--- src/psw_pkg.sv ---
// Constants, field layout and command codes of the processor status word.
// Assumes a single core clock; shared by the status bank and its slot decoder.
package psw_pkg;

  // ----------------------------------------------------------------
  // Field positions
  // ----------------------------------------------------------------
  localparam int PSW_W          = 64;
  localparam int POS_EXT_INTR   = 14;
  localparam int POS_CPL_LO     = 32;
  localparam int POS_CPL_HI     = 33;
  localparam int POS_LEGACY     = 34;
  localparam int POS_MC_MASK    = 35;
  localparam int POS_IT_EN      = 36;
  localparam int POS_SLOT_LO    = 41;
  localparam int POS_SLOT_HI    = 42;
  localparam int POS_DEFER      = 43;
  localparam int POS_BANK       = 44;
  localparam int POS_IA_DIS     = 45;

  // ----------------------------------------------------------------
  // Masks and reset value
  // ----------------------------------------------------------------
  localparam logic [63:0] PSW_RESET    = 64'h0000_0000_0000_0000;
  localparam logic [63:0] MASK_USER    = 64'h0000_0000_0000_003F;
  localparam logic [63:0] MASK_SYSTEM  = 64'h0000_0000_00FF_FFFF;
  localparam logic [63:0] MASK_LOWER   = 64'h0000_0000_FFFF_FFFF;
  localparam logic [63:0] MASK_READ    = 64'h0000_0018_FFFF_FFFF;
  localparam logic [63:0] MASK_RSVD    = 64'hFFFF_C000_0000_0000;
  localparam logic [63:0] MASK_ONESHOT = 64'h0000_28E0_0000_0000;
  localparam logic [1:0]  SLOT_RSVD    = 2'h3;
  localparam logic [1:0]  CPL_MOST     = 2'h0;

  // ----------------------------------------------------------------
  // Commands, interruption kinds, first-instruction classes
  // ----------------------------------------------------------------
  typedef enum logic [3:0] {
    PSW_OP_NONE      = 4'h0,
    PSW_OP_SUM       = 4'h1,
    PSW_OP_RUM       = 4'h2,
    PSW_OP_MOV_UM    = 4'h3,
    PSW_OP_SSM       = 4'h4,
    PSW_OP_RSM       = 4'h5,
    PSW_OP_MOV_L     = 4'h6,
    PSW_OP_MOV_FROM  = 4'h7,
    PSW_OP_RFI       = 4'h8,
    PSW_OP_BSW       = 4'h9,
    PSW_OP_RETIRE    = 4'hA,
    PSW_OP_TO_LEGACY = 4'hB,
    PSW_OP_SRLZ      = 4'hC,
    PSW_OP_SAVED_WR  = 4'hD,
    PSW_OP_SAVED_RD  = 4'hE
  } psw_op_t;

  typedef enum logic [1:0] {
    PSW_INT_NORMAL   = 2'h0,
    PSW_INT_MCHECK   = 2'h1,
    PSW_INT_INIT     = 2'h2,
    PSW_INT_FIRMWARE = 2'h3
  } psw_int_t;

  typedef enum logic [1:0] {
    PSW_CL_OTHER     = 2'h0,
    PSW_CL_SPEC_LD   = 2'h1,
    PSW_CL_SPEC_ADV  = 2'h2,
    PSW_CL_PREFETCH  = 2'h3
  } psw_class_t;

endpackage

--- src/psw_slot_ctl.sv ---
// Restart-slot decoder: turns the slot field into a per-slot execute mask.
// Assumes load is a one-cycle pulse issued on return from interruption.
`timescale 1ns/10ps
module psw_slot_ctl
  import psw_pkg::*;
#(
  parameter int SLOTS = 3
) (
  input  wire logic             clk,
  input  wire logic             reset_n,
  input  wire logic             load,
  input  wire logic [1:0]       slot,
  input  wire logic             legacy,
  output logic      [SLOTS-1:0] slot_enable
);

  // ----------------------------------------------------------------
  // Decode
  // ----------------------------------------------------------------
  // Slots at or after the restart point run, earlier ones are skipped
  logic [SLOTS-1:0] next_enable;
  genvar g;
  generate
    for (g = 0; g < SLOTS; g++) begin : gen_slot
      assign next_enable[g] = legacy ? 1'b1 :
                              (slot != SLOT_RSVD) && (g >= int'(slot));
    end
  endgenerate

  // Mask held until the next restart
  always_ff @(posedge clk or negedge reset_n) begin
    if (!reset_n) begin
      slot_enable <= '1;
    end else if (load) begin
      slot_enable <= next_enable;
    end
  end

endmodule

--- src/psw_bank_ctl.sv ---
// Register bank switch sequencer for the upper general registers.
// Assumes loads_outstanding stays high while any old-bank load is in flight.
`timescale 1ns/10ps
module psw_bank_ctl (
  input  wire logic clk,
  input  wire logic reset_n,
  input  wire logic switch_req,
  input  wire logic new_bank,
  input  wire logic loads_outstanding,
  output logic      bank,
  output logic      stall
);

  // ----------------------------------------------------------------
  // Pending switch
  // ----------------------------------------------------------------
  logic target;
  wire  pend_now  = stall | switch_req;
  wire  want_bank = switch_req ? new_bank : target;
  wire  apply     = pend_now && !loads_outstanding;

  // New bank only after the old one has drained; later accesses stall
  always_ff @(posedge clk or negedge reset_n) begin
    if (!reset_n) begin
      bank   <= 1'b0;
      stall  <= 1'b0;
      target <= 1'b0;
    end else begin
      target <= want_bank;
      stall  <= pend_now && !apply;
      if (apply) begin
        bank <= want_bank;
      end
    end
  end

endmodule

--- src/psw_status_bank.sv ---
// Processor status word: upper fields, partial updates, save and restore.
// Assumes one committed command per cycle from the core's retire stage and
// that interruption delivery wins over any command in the same cycle.
//
// How it works
// - Two-bit restart slot picks slot zero, one or two; code three reserved.
// - Selected slot and later ones run; earlier slots treated as not executed.
// - Interruption stores next slot in saved copy; software may also load it.
// - Legacy restarts ignore the slot field; its value afterwards is undefined.
// - Deferral bit with speculative load: mark deferred, no access, keep increment.
// - Deferred speculative advanced load purges its advanced load table entry.
// - Deferred line prefetch skips promotion; other first instructions unaffected.
// - Bank bit selects bank one or zero for registers sixteen to thirty-one.
// - Bank bit written by return and bank switch; cleared on interruption.
// - Old-bank accesses and loads finish before new-bank accesses start.
// - Access-bit disable suppresses first restarted native instruction fault only.
// - One-shot disables clear after each native instruction; return may set them.
// - One-shots ignored for legacy; cleared when entering legacy completes.
// - Return-only fields change only by return, which fully serializes.
// - User mask ops work at any level and take effect for later groups.
// - System mask set and clear are privileged; software must serialize.
// - Lower half write is privileged; visible only after serialization.
// - Status read returns only bits 36:35 and 31:0.
// - Return loads the whole word from the saved copy and serializes.
// - Masking by clear acts next instruction; unmasking waits for serialization.
// - Machine check mask set after machine check or init, else unchanged.
// - Translation bit kept on interruption, cleared after firmware interruption.
`timescale 1ns/10ps
module psw_status_bank
  import psw_pkg::*;
#(
  parameter int SLOTS = 3
) (
  input  wire logic             clk,
  input  wire logic             reset_n,
  input  wire logic             op_valid,
  input  wire psw_op_t          op_code,
  input  wire logic [63:0]      op_data,
  input  wire logic             intr_take,
  input  wire psw_int_t         intr_kind,
  input  wire logic [1:0]       intr_next_slot,
  input  wire logic             first_valid,
  input  wire psw_class_t       first_class,
  input  wire logic             loads_outstanding,
  output logic      [63:0]      status_word,
  output logic      [63:0]      status_visible,
  output logic      [63:0]      saved_status_copy,
  output logic      [63:0]      read_data,
  output logic                  read_valid,
  output logic                  priv_fault,
  output logic                  gr_bank_select,
  output logic                  bank_stall,
  output logic      [SLOTS-1:0] slot_enable,
  output logic                  force_defer_mark,
  output logic                  mem_access_suppress,
  output logic                  advanced_load_table_purge,
  output logic                  promotion_skip,
  output logic                  accessbit_fault_suppress
);

  // ----------------------------------------------------------------
  // Command decode
  // ----------------------------------------------------------------
  // Privilege is judged on the word as it stands before the command
  wire       cmd        = op_valid && !intr_take;
  wire       privileged = status_word[POS_CPL_HI:POS_CPL_LO] == CPL_MOST;
  wire       is_sum     = cmd && op_code == PSW_OP_SUM;
  wire       is_rum     = cmd && op_code == PSW_OP_RUM;
  wire       is_mov_um  = cmd && op_code == PSW_OP_MOV_UM;
  wire       is_user    = is_sum || is_rum || is_mov_um;
  wire       needs_priv = cmd && (op_code == PSW_OP_SSM || op_code == PSW_OP_RSM ||
                                  op_code == PSW_OP_MOV_L || op_code == PSW_OP_MOV_FROM ||
                                  op_code == PSW_OP_RFI || op_code == PSW_OP_BSW ||
                                  op_code == PSW_OP_SAVED_WR ||
                                  op_code == PSW_OP_SAVED_RD);
  wire       fault_now  = needs_priv && !privileged;
  wire       pcmd       = cmd && privileged;
  wire       is_ssm     = pcmd && op_code == PSW_OP_SSM;
  wire       is_rsm     = pcmd && op_code == PSW_OP_RSM;
  wire       is_mov_l   = pcmd && op_code == PSW_OP_MOV_L;
  wire       is_rd      = pcmd && op_code == PSW_OP_MOV_FROM;
  wire       is_rfi     = pcmd && op_code == PSW_OP_RFI;
  wire       is_bsw     = pcmd && op_code == PSW_OP_BSW;
  wire       is_sv_wr   = pcmd && op_code == PSW_OP_SAVED_WR;
  wire       is_sv_rd   = pcmd && op_code == PSW_OP_SAVED_RD;
  wire       is_srlz    = cmd && op_code == PSW_OP_SRLZ;
  wire       legacy_now = status_word[POS_LEGACY];
  wire       is_retire  = cmd && op_code == PSW_OP_RETIRE && !legacy_now;
  wire       is_to_leg  = cmd && op_code == PSW_OP_TO_LEGACY;

  // ----------------------------------------------------------------
  // Interruption image
  // ----------------------------------------------------------------
  // Word after delivery: privilege 0, native set, bank 0, one-shots off
  logic [63:0] intr_word;
  always_comb begin
    intr_word                              = status_word;
    intr_word[POS_CPL_HI:POS_CPL_LO]       = CPL_MOST;
    intr_word[POS_LEGACY]                  = 1'b0;
    intr_word[POS_BANK]                    = 1'b0;
    intr_word                              = intr_word & ~MASK_ONESHOT;
    if (intr_kind == PSW_INT_MCHECK || intr_kind == PSW_INT_INIT) begin
      intr_word[POS_MC_MASK] = 1'b1;
    end
    if (intr_kind == PSW_INT_FIRMWARE) begin
      intr_word[POS_IT_EN] = 1'b0;
    end
  end

  // Saved copy records the slot of the next instruction to run
  logic [63:0] intr_save;
  always_comb begin
    intr_save                          = status_word;
    intr_save[POS_SLOT_HI:POS_SLOT_LO] = intr_next_slot;
  end

  // ----------------------------------------------------------------
  // Restore image
  // ----------------------------------------------------------------
  // Return takes the whole saved word; a legacy target drops one-shots
  logic [63:0] rfi_word;
  always_comb begin
    rfi_word = saved_status_copy & ~MASK_RSVD;
    if (rfi_word[POS_LEGACY]) begin
      rfi_word = rfi_word & ~MASK_ONESHOT;
    end
  end

  // ----------------------------------------------------------------
  // Next status word
  // ----------------------------------------------------------------
  // Return-only fields are touched only by the intr and rfi branches
  logic [63:0] next_status;
  always_comb begin
    next_status = status_word;
    if (intr_take) begin
      next_status = intr_word;
    end else if (is_rfi) begin
      next_status = rfi_word;
    end else if (is_sum) begin
      next_status = status_word | (op_data & MASK_USER);
    end else if (is_rum) begin
      next_status = status_word & ~(op_data & MASK_USER);
    end else if (is_mov_um) begin
      next_status = (status_word & ~MASK_USER) | (op_data & MASK_USER);
    end else if (is_ssm) begin
      next_status = status_word | (op_data & MASK_SYSTEM);
    end else if (is_rsm) begin
      next_status = status_word & ~(op_data & MASK_SYSTEM);
    end else if (is_mov_l) begin
      next_status = (status_word & ~MASK_LOWER) | (op_data & MASK_LOWER);
    end else if (is_bsw) begin
      next_status[POS_BANK] = op_data[0];
    end else if (is_retire) begin
      next_status = status_word & ~MASK_ONESHOT;
    end else if (is_to_leg) begin
      next_status             = status_word & ~MASK_ONESHOT;
      next_status[POS_LEGACY] = 1'b1;
    end
    next_status = next_status & ~MASK_RSVD;
  end

  // ----------------------------------------------------------------
  // Word seen by dependent instructions
  // ----------------------------------------------------------------
  // Lags the architectural word until serialization; masking acts at once
  logic [63:0] next_visible;
  always_comb begin
    next_visible = status_visible;
    if (intr_take || is_rfi || is_srlz || is_bsw || is_to_leg) begin
      next_visible = next_status;
    end else if (is_user) begin
      next_visible = (status_visible & ~MASK_USER) | (next_status & MASK_USER);
    end else if (is_rsm) begin
      next_visible = status_visible & ~(op_data & MASK_SYSTEM);
    end else if (is_retire) begin
      next_visible = status_visible & ~MASK_ONESHOT;
    end
  end

  // ----------------------------------------------------------------
  // Saved copy and reads
  // ----------------------------------------------------------------
  wire [63:0] next_saved = intr_take ? intr_save :
                           is_sv_wr  ? (op_data & ~MASK_RSVD) : saved_status_copy;
  wire [63:0] read_sel   = is_sv_rd ? saved_status_copy :
                           (status_word & MASK_READ);
  wire        read_now   = is_rd || is_sv_rd;

  // Architectural state
  always_ff @(posedge clk or negedge reset_n) begin
    if (!reset_n) begin
      status_word       <= PSW_RESET;
      status_visible    <= PSW_RESET;
      saved_status_copy <= PSW_RESET;
    end else begin
      status_word       <= next_status;
      status_visible    <= next_visible;
      saved_status_copy <= next_saved;
    end
  end

  // Read return and privilege fault, one cycle after the command
  always_ff @(posedge clk or negedge reset_n) begin
    if (!reset_n) begin
      read_data  <= '0;
      read_valid <= 1'b0;
      priv_fault <= 1'b0;
    end else begin
      read_valid <= read_now;
      priv_fault <= fault_now;
      if (read_now) begin
        read_data <= read_sel;
      end
    end
  end

  // ----------------------------------------------------------------
  // First restarted instruction
  // ----------------------------------------------------------------
  // One-shot bits are cleared on retire, so they only cover the first one
  wire first_native = first_valid && !legacy_now;
  wire defer_on     = first_native && status_word[POS_DEFER];
  wire cls_load     = first_class == PSW_CL_SPEC_LD || first_class == PSW_CL_SPEC_ADV;
  wire next_defer   = defer_on && cls_load;
  wire next_purge   = defer_on && first_class == PSW_CL_SPEC_ADV;
  wire next_skip    = defer_on && first_class == PSW_CL_PREFETCH;
  wire next_ia_sup  = first_native && status_word[POS_IA_DIS];

  // Post-increment is left to the core: only the access is suppressed
  always_ff @(posedge clk or negedge reset_n) begin
    if (!reset_n) begin
      force_defer_mark         <= 1'b0;
      mem_access_suppress      <= 1'b0;
      advanced_load_table_purge               <= 1'b0;
      promotion_skip           <= 1'b0;
      accessbit_fault_suppress <= 1'b0;
    end else begin
      force_defer_mark         <= next_defer;
      mem_access_suppress      <= next_defer || next_skip;
      advanced_load_table_purge               <= next_purge;
      promotion_skip           <= next_skip;
      accessbit_fault_suppress <= next_ia_sup;
    end
  end

  // ----------------------------------------------------------------
  // Helpers
  // ----------------------------------------------------------------
  // Slot mask loads on return; legacy targets run whole
  psw_slot_ctl #(
    .SLOTS       (SLOTS)
  ) u_slot (
    .clk         (clk),
    .reset_n     (reset_n),
    .load        (is_rfi),
    .slot        (rfi_word[POS_SLOT_HI:POS_SLOT_LO]),
    .legacy      (rfi_word[POS_LEGACY]),
    .slot_enable (slot_enable)
  );

  // Physical bank follows the status bit once old-bank loads drain
  wire bank_req = intr_take || is_rfi || is_bsw;
  psw_bank_ctl u_bank (
    .clk               (clk),
    .reset_n           (reset_n),
    .switch_req        (bank_req),
    .new_bank          (next_status[POS_BANK]),
    .loads_outstanding (loads_outstanding),
    .bank              (gr_bank_select),
    .stall             (bank_stall)
  );
endmodule

--- config.mk ---
export PLATFORM = sky130hd
export DESIGN_NAME = psw_status_bank
export DESIGN_NICKNAME = d
export VERILOG_FILES = /design/src/psw_pkg.sv /design/src/psw_slot_ctl.sv /design/src/psw_bank_ctl.sv /design/src/psw_status_bank.sv
export SDC_FILE = /design/constraint.sdc
export NUM_CORES = 1
export LEC_CHECK = 0
export ABC_AREA = 0
export BUFFER_PORTS_ARGS = -buffer_cell sky130_fd_sc_hd__buf_2
export CORE_MARGIN = 2
export CORE_UTILIZATION = 51
export DETAILED_ROUTE_END_ITERATION = 10
export GPL_ROUTABILITY_DRIVEN = 0
export PLACE_DENSITY = 0.92
export SETUP_SLACK_MARGIN = 0.3
export SYNTH_ARGS = -nofsm -noshare
export SYNTH_HDL_FRONTEND = slang
export SYNTH_SLANG_ARGS = --single-unit
--- constraint.sdc ---
create_clock -name clk -period 3.4 [get_ports clk]
set_clock_uncertainty 0.2 [all_clocks]
set_input_delay 0.68 -clock clk [delete_from_list [all_inputs] [get_ports clk]]
set_output_delay 0.68 -clock clk [all_outputs]
set_load 0.01 [all_outputs]
# [Word level (Yosys, flattened, before mapping)]
# Cells that the tools add are included.
[totals] reg_bits=251 out_inout_bits=268 word_cells=135
[op_classes] magnitude_cmp=3 eq_ne=21 n_mux=27 bitwise_logic=11 reduce_logical=57
[op_table] operator="$mux 46" n=12
[op_table] operator="$mux 64" n=6
[op_table] operator="$and 46x46->46" n=2
[op_table] operator="$or 46x6->46" n=2
[op_table] operator="$and 64x64->64" n=1
[op_table] operator="$not 24->64" n=1
[op_table] operator="$or 64x6->64" n=1
[op_table] operator="$not 6->46" n=1
[op_table] operator="$or 46x24->46" n=1
[op_table] operator="$or 46x32->46" n=1
[op_table] operator="$mux 44" n=1
[op_table] operator="$logic_and 1x1->1" n=30
[op_table] operator="$eq 4x4->1 const B" n=7
[op_table] operator="$logic_or 1x1->1" n=18
[op_table] operator="$eq 4x3->1 const B" n=4
[op_table] operator="$eq 2x2->1 const B" n=4
[op_table] operator="$eq 4x2->1 const B" n=2
[op_table] operator="$mux 1" n=8
[op_table] operator="$logic_not 1->1" n=5
[op_table] operator="$eq 2x1->1 const B" n=2
[op_table] operator="$eq 4x1->1 const B" n=1
[op_table] operator="$ge 1x2->1 const A" n=2
[op_table] operator="$reduce_bool 4->1" n=1
[op_table] operator="$reduce_bool 3->1" n=1
[op_table] operator="other kinds (5)" n=5

# [Logic depth before layout (Yosys ltp)]
[depth] depth_word=17 depth_mapped=9 depth_no_buf=5

# [Cells and area by module]
# A second synthesis with hierarchy kept.
[unflattened] hier_cells=998 area_unflattened_um2=9969.6
[modules_own_cells] module="psw_status_bank" instances=1 cells_each=977 area_each_um2=9715.6 seq_area_each_um2=4779.6
[modules_own_cells] module="psw_bank_ctl" instances=1 cells_each=10 area_each_um2=131.4 seq_area_each_um2=75.1
[modules_own_cells] module="psw_slot_ctl" instances=1 cells_each=11 area_each_um2=122.6 seq_area_each_um2=78.8

# [Worst setup path after synthesis]
# Ideal clock, no wire load.
[synth_path] path_kind="in2reg" startpoint="input op_code[2]" endpoint="register status_visible[24]" setup_time_ns=0.125 t_arrival_ns=2.519 required_ns=3.075 path_slack_ns=0.556 stages=7 path_buffers=3 cell_sequence="or4_1 buf_2 nor2_1 or3_1 clkbuf_1 buf_2 mux2_2"
[synth_via] elab_chain_len=14 elab_cells_between_ends=43 classes_between="eq/ne (11); mux (13); reduce/logical (19)"
[synth_lines] item="from (decl)" line="psw_status_bank.sv:37" rtl="input wire psw_op_t op_code,"
[synth_lines] item="$eq 4x4->1" line="psw_status_bank.sv:88" rtl="wire is_retire = cmd && op_code == PSW_OP_RETIRE && !legacy_now;"
[synth_lines] item="$logic_and 1x1->1 (2 in a row)" line="psw_status_bank.sv:88"
[synth_lines] item="$mux 46" line="psw_status_bank.sv:154" rtl="end else if (is_retire) begin"
[synth_lines] item="$mux 44" line="psw_status_bank.sv:152" rtl="end else if (is_bsw) begin"
[synth_lines] item="$mux 46" line="psw_status_bank.sv:150" rtl="end else if (is_mov_l) begin"
[synth_lines] item="$mux 46" line="psw_status_bank.sv:148" rtl="end else if (is_rsm) begin"
[synth_lines] item="$mux 46" line="psw_status_bank.sv:146" rtl="end else if (is_ssm) begin"
[synth_lines] item="$mux 46" line="psw_status_bank.sv:144" rtl="end else if (is_mov_um) begin"
[synth_lines] item="$mux 46" line="psw_status_bank.sv:142" rtl="end else if (is_rum) begin"
[synth_lines] item="$mux 46" line="psw_status_bank.sv:140" rtl="end else if (is_sum) begin"
[synth_lines] item="$mux 46" line="psw_status_bank.sv:138" rtl="end else if (is_rfi) begin"
[synth_lines] item="$mux 46" line="psw_status_bank.sv:136" rtl="if (intr_take) begin"
[synth_lines] item="$mux 64" line="psw_status_bank.sv:170" rtl="if (intr_take || is_rfi || is_srlz || is_bsw || is_to_leg) begin"
[synth_lines] item="to (signal assigned)" line="psw_status_bank.sv:198" rtl="status_visible <= next_visible;"
[synth_lines] item="to (decl)" line="psw_status_bank.sv:46" rtl="output logic [63:0] status_visible,"
# Parallel ways exist; a longest one is shown, timed or not. The select of a mux whose other input is x is not followed.
# A chain may end at the register's enable or synchronous reset.

# [Final worst setup path]
[layout_path] startpoint="input intr_take" endpoint="register read_data[17]"
[layout_via] elab_chain_len=5 elab_cells_between_ends=7 classes_between="mux (1); reduce/logical (6)"
[layout_lines] item="from (decl)" line="psw_status_bank.sv:39" rtl="input wire logic intr_take,"
[layout_lines] item="$logic_not 1->1 *" line="psw_status_bank.sv:65" rtl="wire cmd = op_valid && !intr_take;"
[layout_lines] item="$logic_and 1x1->1 *" line="psw_status_bank.sv:65"
[layout_lines] item="$logic_and 1x1->1 *" line="psw_status_bank.sv:77" rtl="wire pcmd = cmd && privileged;"
[layout_lines] item="$logic_and 1x1->1 (on tied branches)" line="psw_status_bank.sv:85, psw_status_bank.sv:81"
[layout_lines] item="$mux 64 or $logic_or 1x1->1 (tied branches)" line="psw_status_bank.sv:186, psw_status_bank.sv:188"
[layout_lines] item="to (signal assigned)" line="psw_status_bank.sv:213" rtl="read_data <= read_sel;"
[layout_lines] item="to (decl)" line="psw_status_bank.sv:48" rtl="output logic [63:0] read_data,"
# Every way passes the cells marked *; elsewhere a longest branch is shown, timed or not.

==> impl_metrics.json <==
{
  "area_delta_synth_final_pct": 19.7,
  "floorplan.die_area_um2": 20500,
  "whs_ns": 0.0922,
  "worstMarginPinSlew_ns": 1.18,
  "required_ns": 3.46,
  "grt_first_pass_wirelength_mm": 45.5,
  "synthesis.area_per_instance_um2": 10.1,
  "fmax_mhz": 356,
  "routed_wl_mm": 29.6,
  "unrepaired_setup_endpoints_after_global_routing": "false",
  "cts_max_path_buffers": 2,
  "powerDensity_nw_per_um2": 545,
  "ys.flop_type": "sky130_fd_sc_hd__dfrtp_1",
  "synth.distinct_cells": 58,
  "fp.coreArea_um2": 18900,
  "post_route_cells_drive_above_1_share_pct": 29.3,
  "crit_path_start_kind": "input pin",
  "timing.final.max_slew_violations": 0,
  "postSynthRegisterBits": 197,
  "route.detailed.wl_per_inst_um": 19.9,
  "synthesis.instances": 982,
  "gr-total-overflow": 0,
  "detail_route.first_pass.iterations": 5,
  "io_buffers": 257,
  "finalHoldViolCount": 0,
  "clock_tree.root_cell": "sky130_fd_sc_hd__clkbuf_16",
  "synthesis.area_um2": 9890,
  "cts_hold_repair.buffers": 0,
  "die_height_um": 143,
  "synth-warning-count": 0,
  "critical_path_arrival_ns": 2.87,
  "drt_antenna_net_count": 0,
  "cellLeakagePower_nw": 6.23,
  "grt_start_max_net_pins": 81,
  "postCtsSetupBuffers": 0,
  "maxSlewHeadroom_pct": 21.1,
  "finalSetupViolCount": 0,
  "post-route-drc-count": 0,
  "yosys.area.top_type_share_pct": 49.1,
  "grt_usage_pct": 28.6,
  "cts-buffers-inserted": 17,
  "clock_latency_ns": 0.43,
  "synth_top_cell_by_area": "sky130_fd_sc_hd__dfrtp_1",
  "detailedPlacementHpwl_mm": 20.2,
  "timing.final.crit_share_pct": 82.7,
  "finish.net_count": 1296,
  "synthArstFlopShare_pct": 100,
  "htree_num_levels": 4,
  "ir_drop_mv": 0.429,
  "cts_tree": "yes",
  "vias": 8729,
  "status": "complete, no violations",
  "timing.setup.critical_path_class": "input pin to register",
  "detail_route.vias_per_cell": 5.87,
  "antenna_violations_before_repair": 1,
  "worst-path-max-fanout": 26,
  "synth.area.top_cells": "sky130_fd_sc_hd__dfrtp_1 49%, sky130_fd_sc_hd__mux2i_1 6.7%, sky130_fd_sc_hd__buf_4 5.8%",
  "critPathCaptureType": "register",
  "post_cts.resized_instances": 0,
  "hp-class": "input pin to asynchronous set/reset pin",
  "clock_sinks": 197,
  "initial_utilization_pct": 52.4,
  "synth.yosys.seq_area_share_pct": 49.9,
  "die-width_um": 143,
  "layout_min_cycle_time_ns": 2.81,
  "timing.setup.tns_ns": 0,
  "path_clk_slew_ns": 0.08,
  "grt_pass1_vias": 8504,
  "synth-edff-count": 0,
  "rows": 50,
  "drv_cap": 0,
  "antenna-diode-count": 0,
  "floorplan.io_pins": 348,
  "drt_first_iter_violations": 902
}
==> layer usage <==
| metal | vias to the layer above | track usage (%) | wire (um) |
|---|---|---|---|
| met5 | - | 0 | 11 |
| met4 | 2 | 9.70 | 688 |
| met3 | 64 | 7.04 | 2870 |
| met2 | 537 | 48.0 | 14600 |
| met1 | 4287 | 36.2 | 11400 |
| li1 | 3839 | - | - |
==> report_power, final <==
part           leakage, nW  internal [mW]  total, mW  switching (mW)
Combinational         3.33          0.599       1.39           0.790
Clock                0.282           1.05       2.06            1.01
Sequential            2.62           2.69       3.00           0.313
Total                 6.23           4.34       6.45            2.12
==> cells in the final DEF (no fill, tap or decap), types with 4 or more instances in the layout <==
cell type	netlist	layout
sky130_fd_sc_hd__a221oi_1	21	21
sky130_fd_sc_hd__clkbuf_16	0	17
sky130_fd_sc_hd__o32ai_1	4	4
sky130_fd_sc_hd__a221o_1	30	30
sky130_fd_sc_hd__a211oi_1	4	4
sky130_fd_sc_hd__o21ai_0	58	58
sky130_fd_sc_hd__mux2_2	15	15
sky130_fd_sc_hd__a21oi_1	70	70
sky130_fd_sc_hd__a22o_1	18	18
sky130_fd_sc_hd__nand3_1	12	12
sky130_fd_sc_hd__a21o_1	19	19
sky130_fd_sc_hd__inv_1	27	27
sky130_fd_sc_hd__o41ai_1	4	4
sky130_fd_sc_hd__mux2i_1	66	66
sky130_fd_sc_hd__and2_1	22	22
sky130_fd_sc_hd__buf_4	77	28
sky130_fd_sc_hd__buf_2	13	256
sky130_fd_sc_hd__nor3_1	7	4
sky130_fd_sc_hd__buf_12	0	5
sky130_fd_sc_hd__o211ai_1	4	4
sky130_fd_sc_hd__nor2b_1	7	7
sky130_fd_sc_hd__conb_1	1	72
sky130_fd_sc_hd__nor2_1	27	26
sky130_fd_sc_hd__o22ai_1	5	5
sky130_fd_sc_hd__a22oi_1	19	19
sky130_fd_sc_hd__nand2_1	129	129
sky130_fd_sc_hd__dfrtp_1	194	194
sky130_fd_sc_hd__and3_1	10	8
sky130_fd_sc_hd__o31ai_1	10	9
==> critical path, cell delays in order <==
cell and delay [ns]:
sky130_fd_sc_hd__buf_2 0.20, sky130_fd_sc_hd__or3b_2 0.68, sky130_fd_sc_hd__nor2_2 0.34, sky130_fd_sc_hd__and3_2 0.30
sky130_fd_sc_hd__buf_12 0.25, sky130_fd_sc_hd__mux2i_1 0.28, sky130_fd_sc_hd__o21ai_0 0.13
==> registers in the layout, indices dropped and copies added (netlist names), 3 cells and up <==
name and count:
read_data 46, saved_status_copy 46, status_visible 46, status_word 46
u_slot.slot_enable 3
==> final timing paths <==
| check | from | end | slack, ns | cells past startpoint |
|---|---|---|---|---|
| setup reg to reg | status_word[32] | status_visible[22] | 0.65 | 7 |
| min in group clk | intr_next_slot[1] | saved_status_copy[42] | 0.26 | 3 |
| hold / removal | reset_n | status_visible[21] | 0.09 | 1 |
| setup / recovery | intr_take | read_data[17] | 0.59 | 7 |
| max in group asynchronous | reset_n | status_visible[34] | 2.15 | 2 |
| hold reg to reg | u_slot.slot_enable[0] | u_slot.slot_enable[0] | 0.26 | 2 |
==> cell usage after synthesis (21+ instances only) <==
master,count
sky130_fd_sc_hd__inv_1,27
sky130_fd_sc_hd__buf_4,77
sky130_fd_sc_hd__a221o_1,30
sky130_fd_sc_hd__clkbuf_1,55
sky130_fd_sc_hd__a221oi_1,21
sky130_fd_sc_hd__a21oi_1,70
sky130_fd_sc_hd__mux2i_1,66
sky130_fd_sc_hd__dfrtp_1,194
sky130_fd_sc_hd__o21ai_0,58
sky130_fd_sc_hd__nor2_1,27
sky130_fd_sc_hd__and2_1,22
sky130_fd_sc_hd__nand2_1,129
==> through the flow <==
stage	instance area (um^2)	power, mW	std cells	setup slack [ns]	util, %
floorplan	10200	3.79	1053	0.556	-
global placement	11200	4.34	1454	0.249	59.5
detailed placement	11200	4.42	1454	0.204	59.5
CTS	11800	6.46	1486	0.643	62.7
global route	11800	6.76	1486	0.486	62.7
finish	11800	6.45	1486	0.588	62.7
==> kinds of logic (layout without fill, tap and decap cells) <==
group | count (synthesis) | count (layout) | share of synthesized area [%]
flops | 197 | 197 | 49.9
compound gates | 280 | 280 | 19.5
buf+inv | 176 | 349 | 9.92
simple gates | 241 | 241 | 11.5
other cells | 1 | 72 | 0.0379
mux | 84 | 84 | 8.84
fa+ha+maj | 3 | 3 | 0.380
==> layout make-up <==
| class | count | area, um^2 |
|---|---|---|
| Fill cell | 1523 | 7050 |
| Sequential cell | 197 | 4930 |
| Multi-Input combinational cell | 680 | 4280 |
| Timing Repair Buffer | 290 | 1610 |
| Clock buffer | 17 | 425 |
| Tap cell | 260 | 325 |
| Clock inverter | 15 | 168 |
| Inverter | 27 | 101 |
Power figures use the tool's default switching activity.
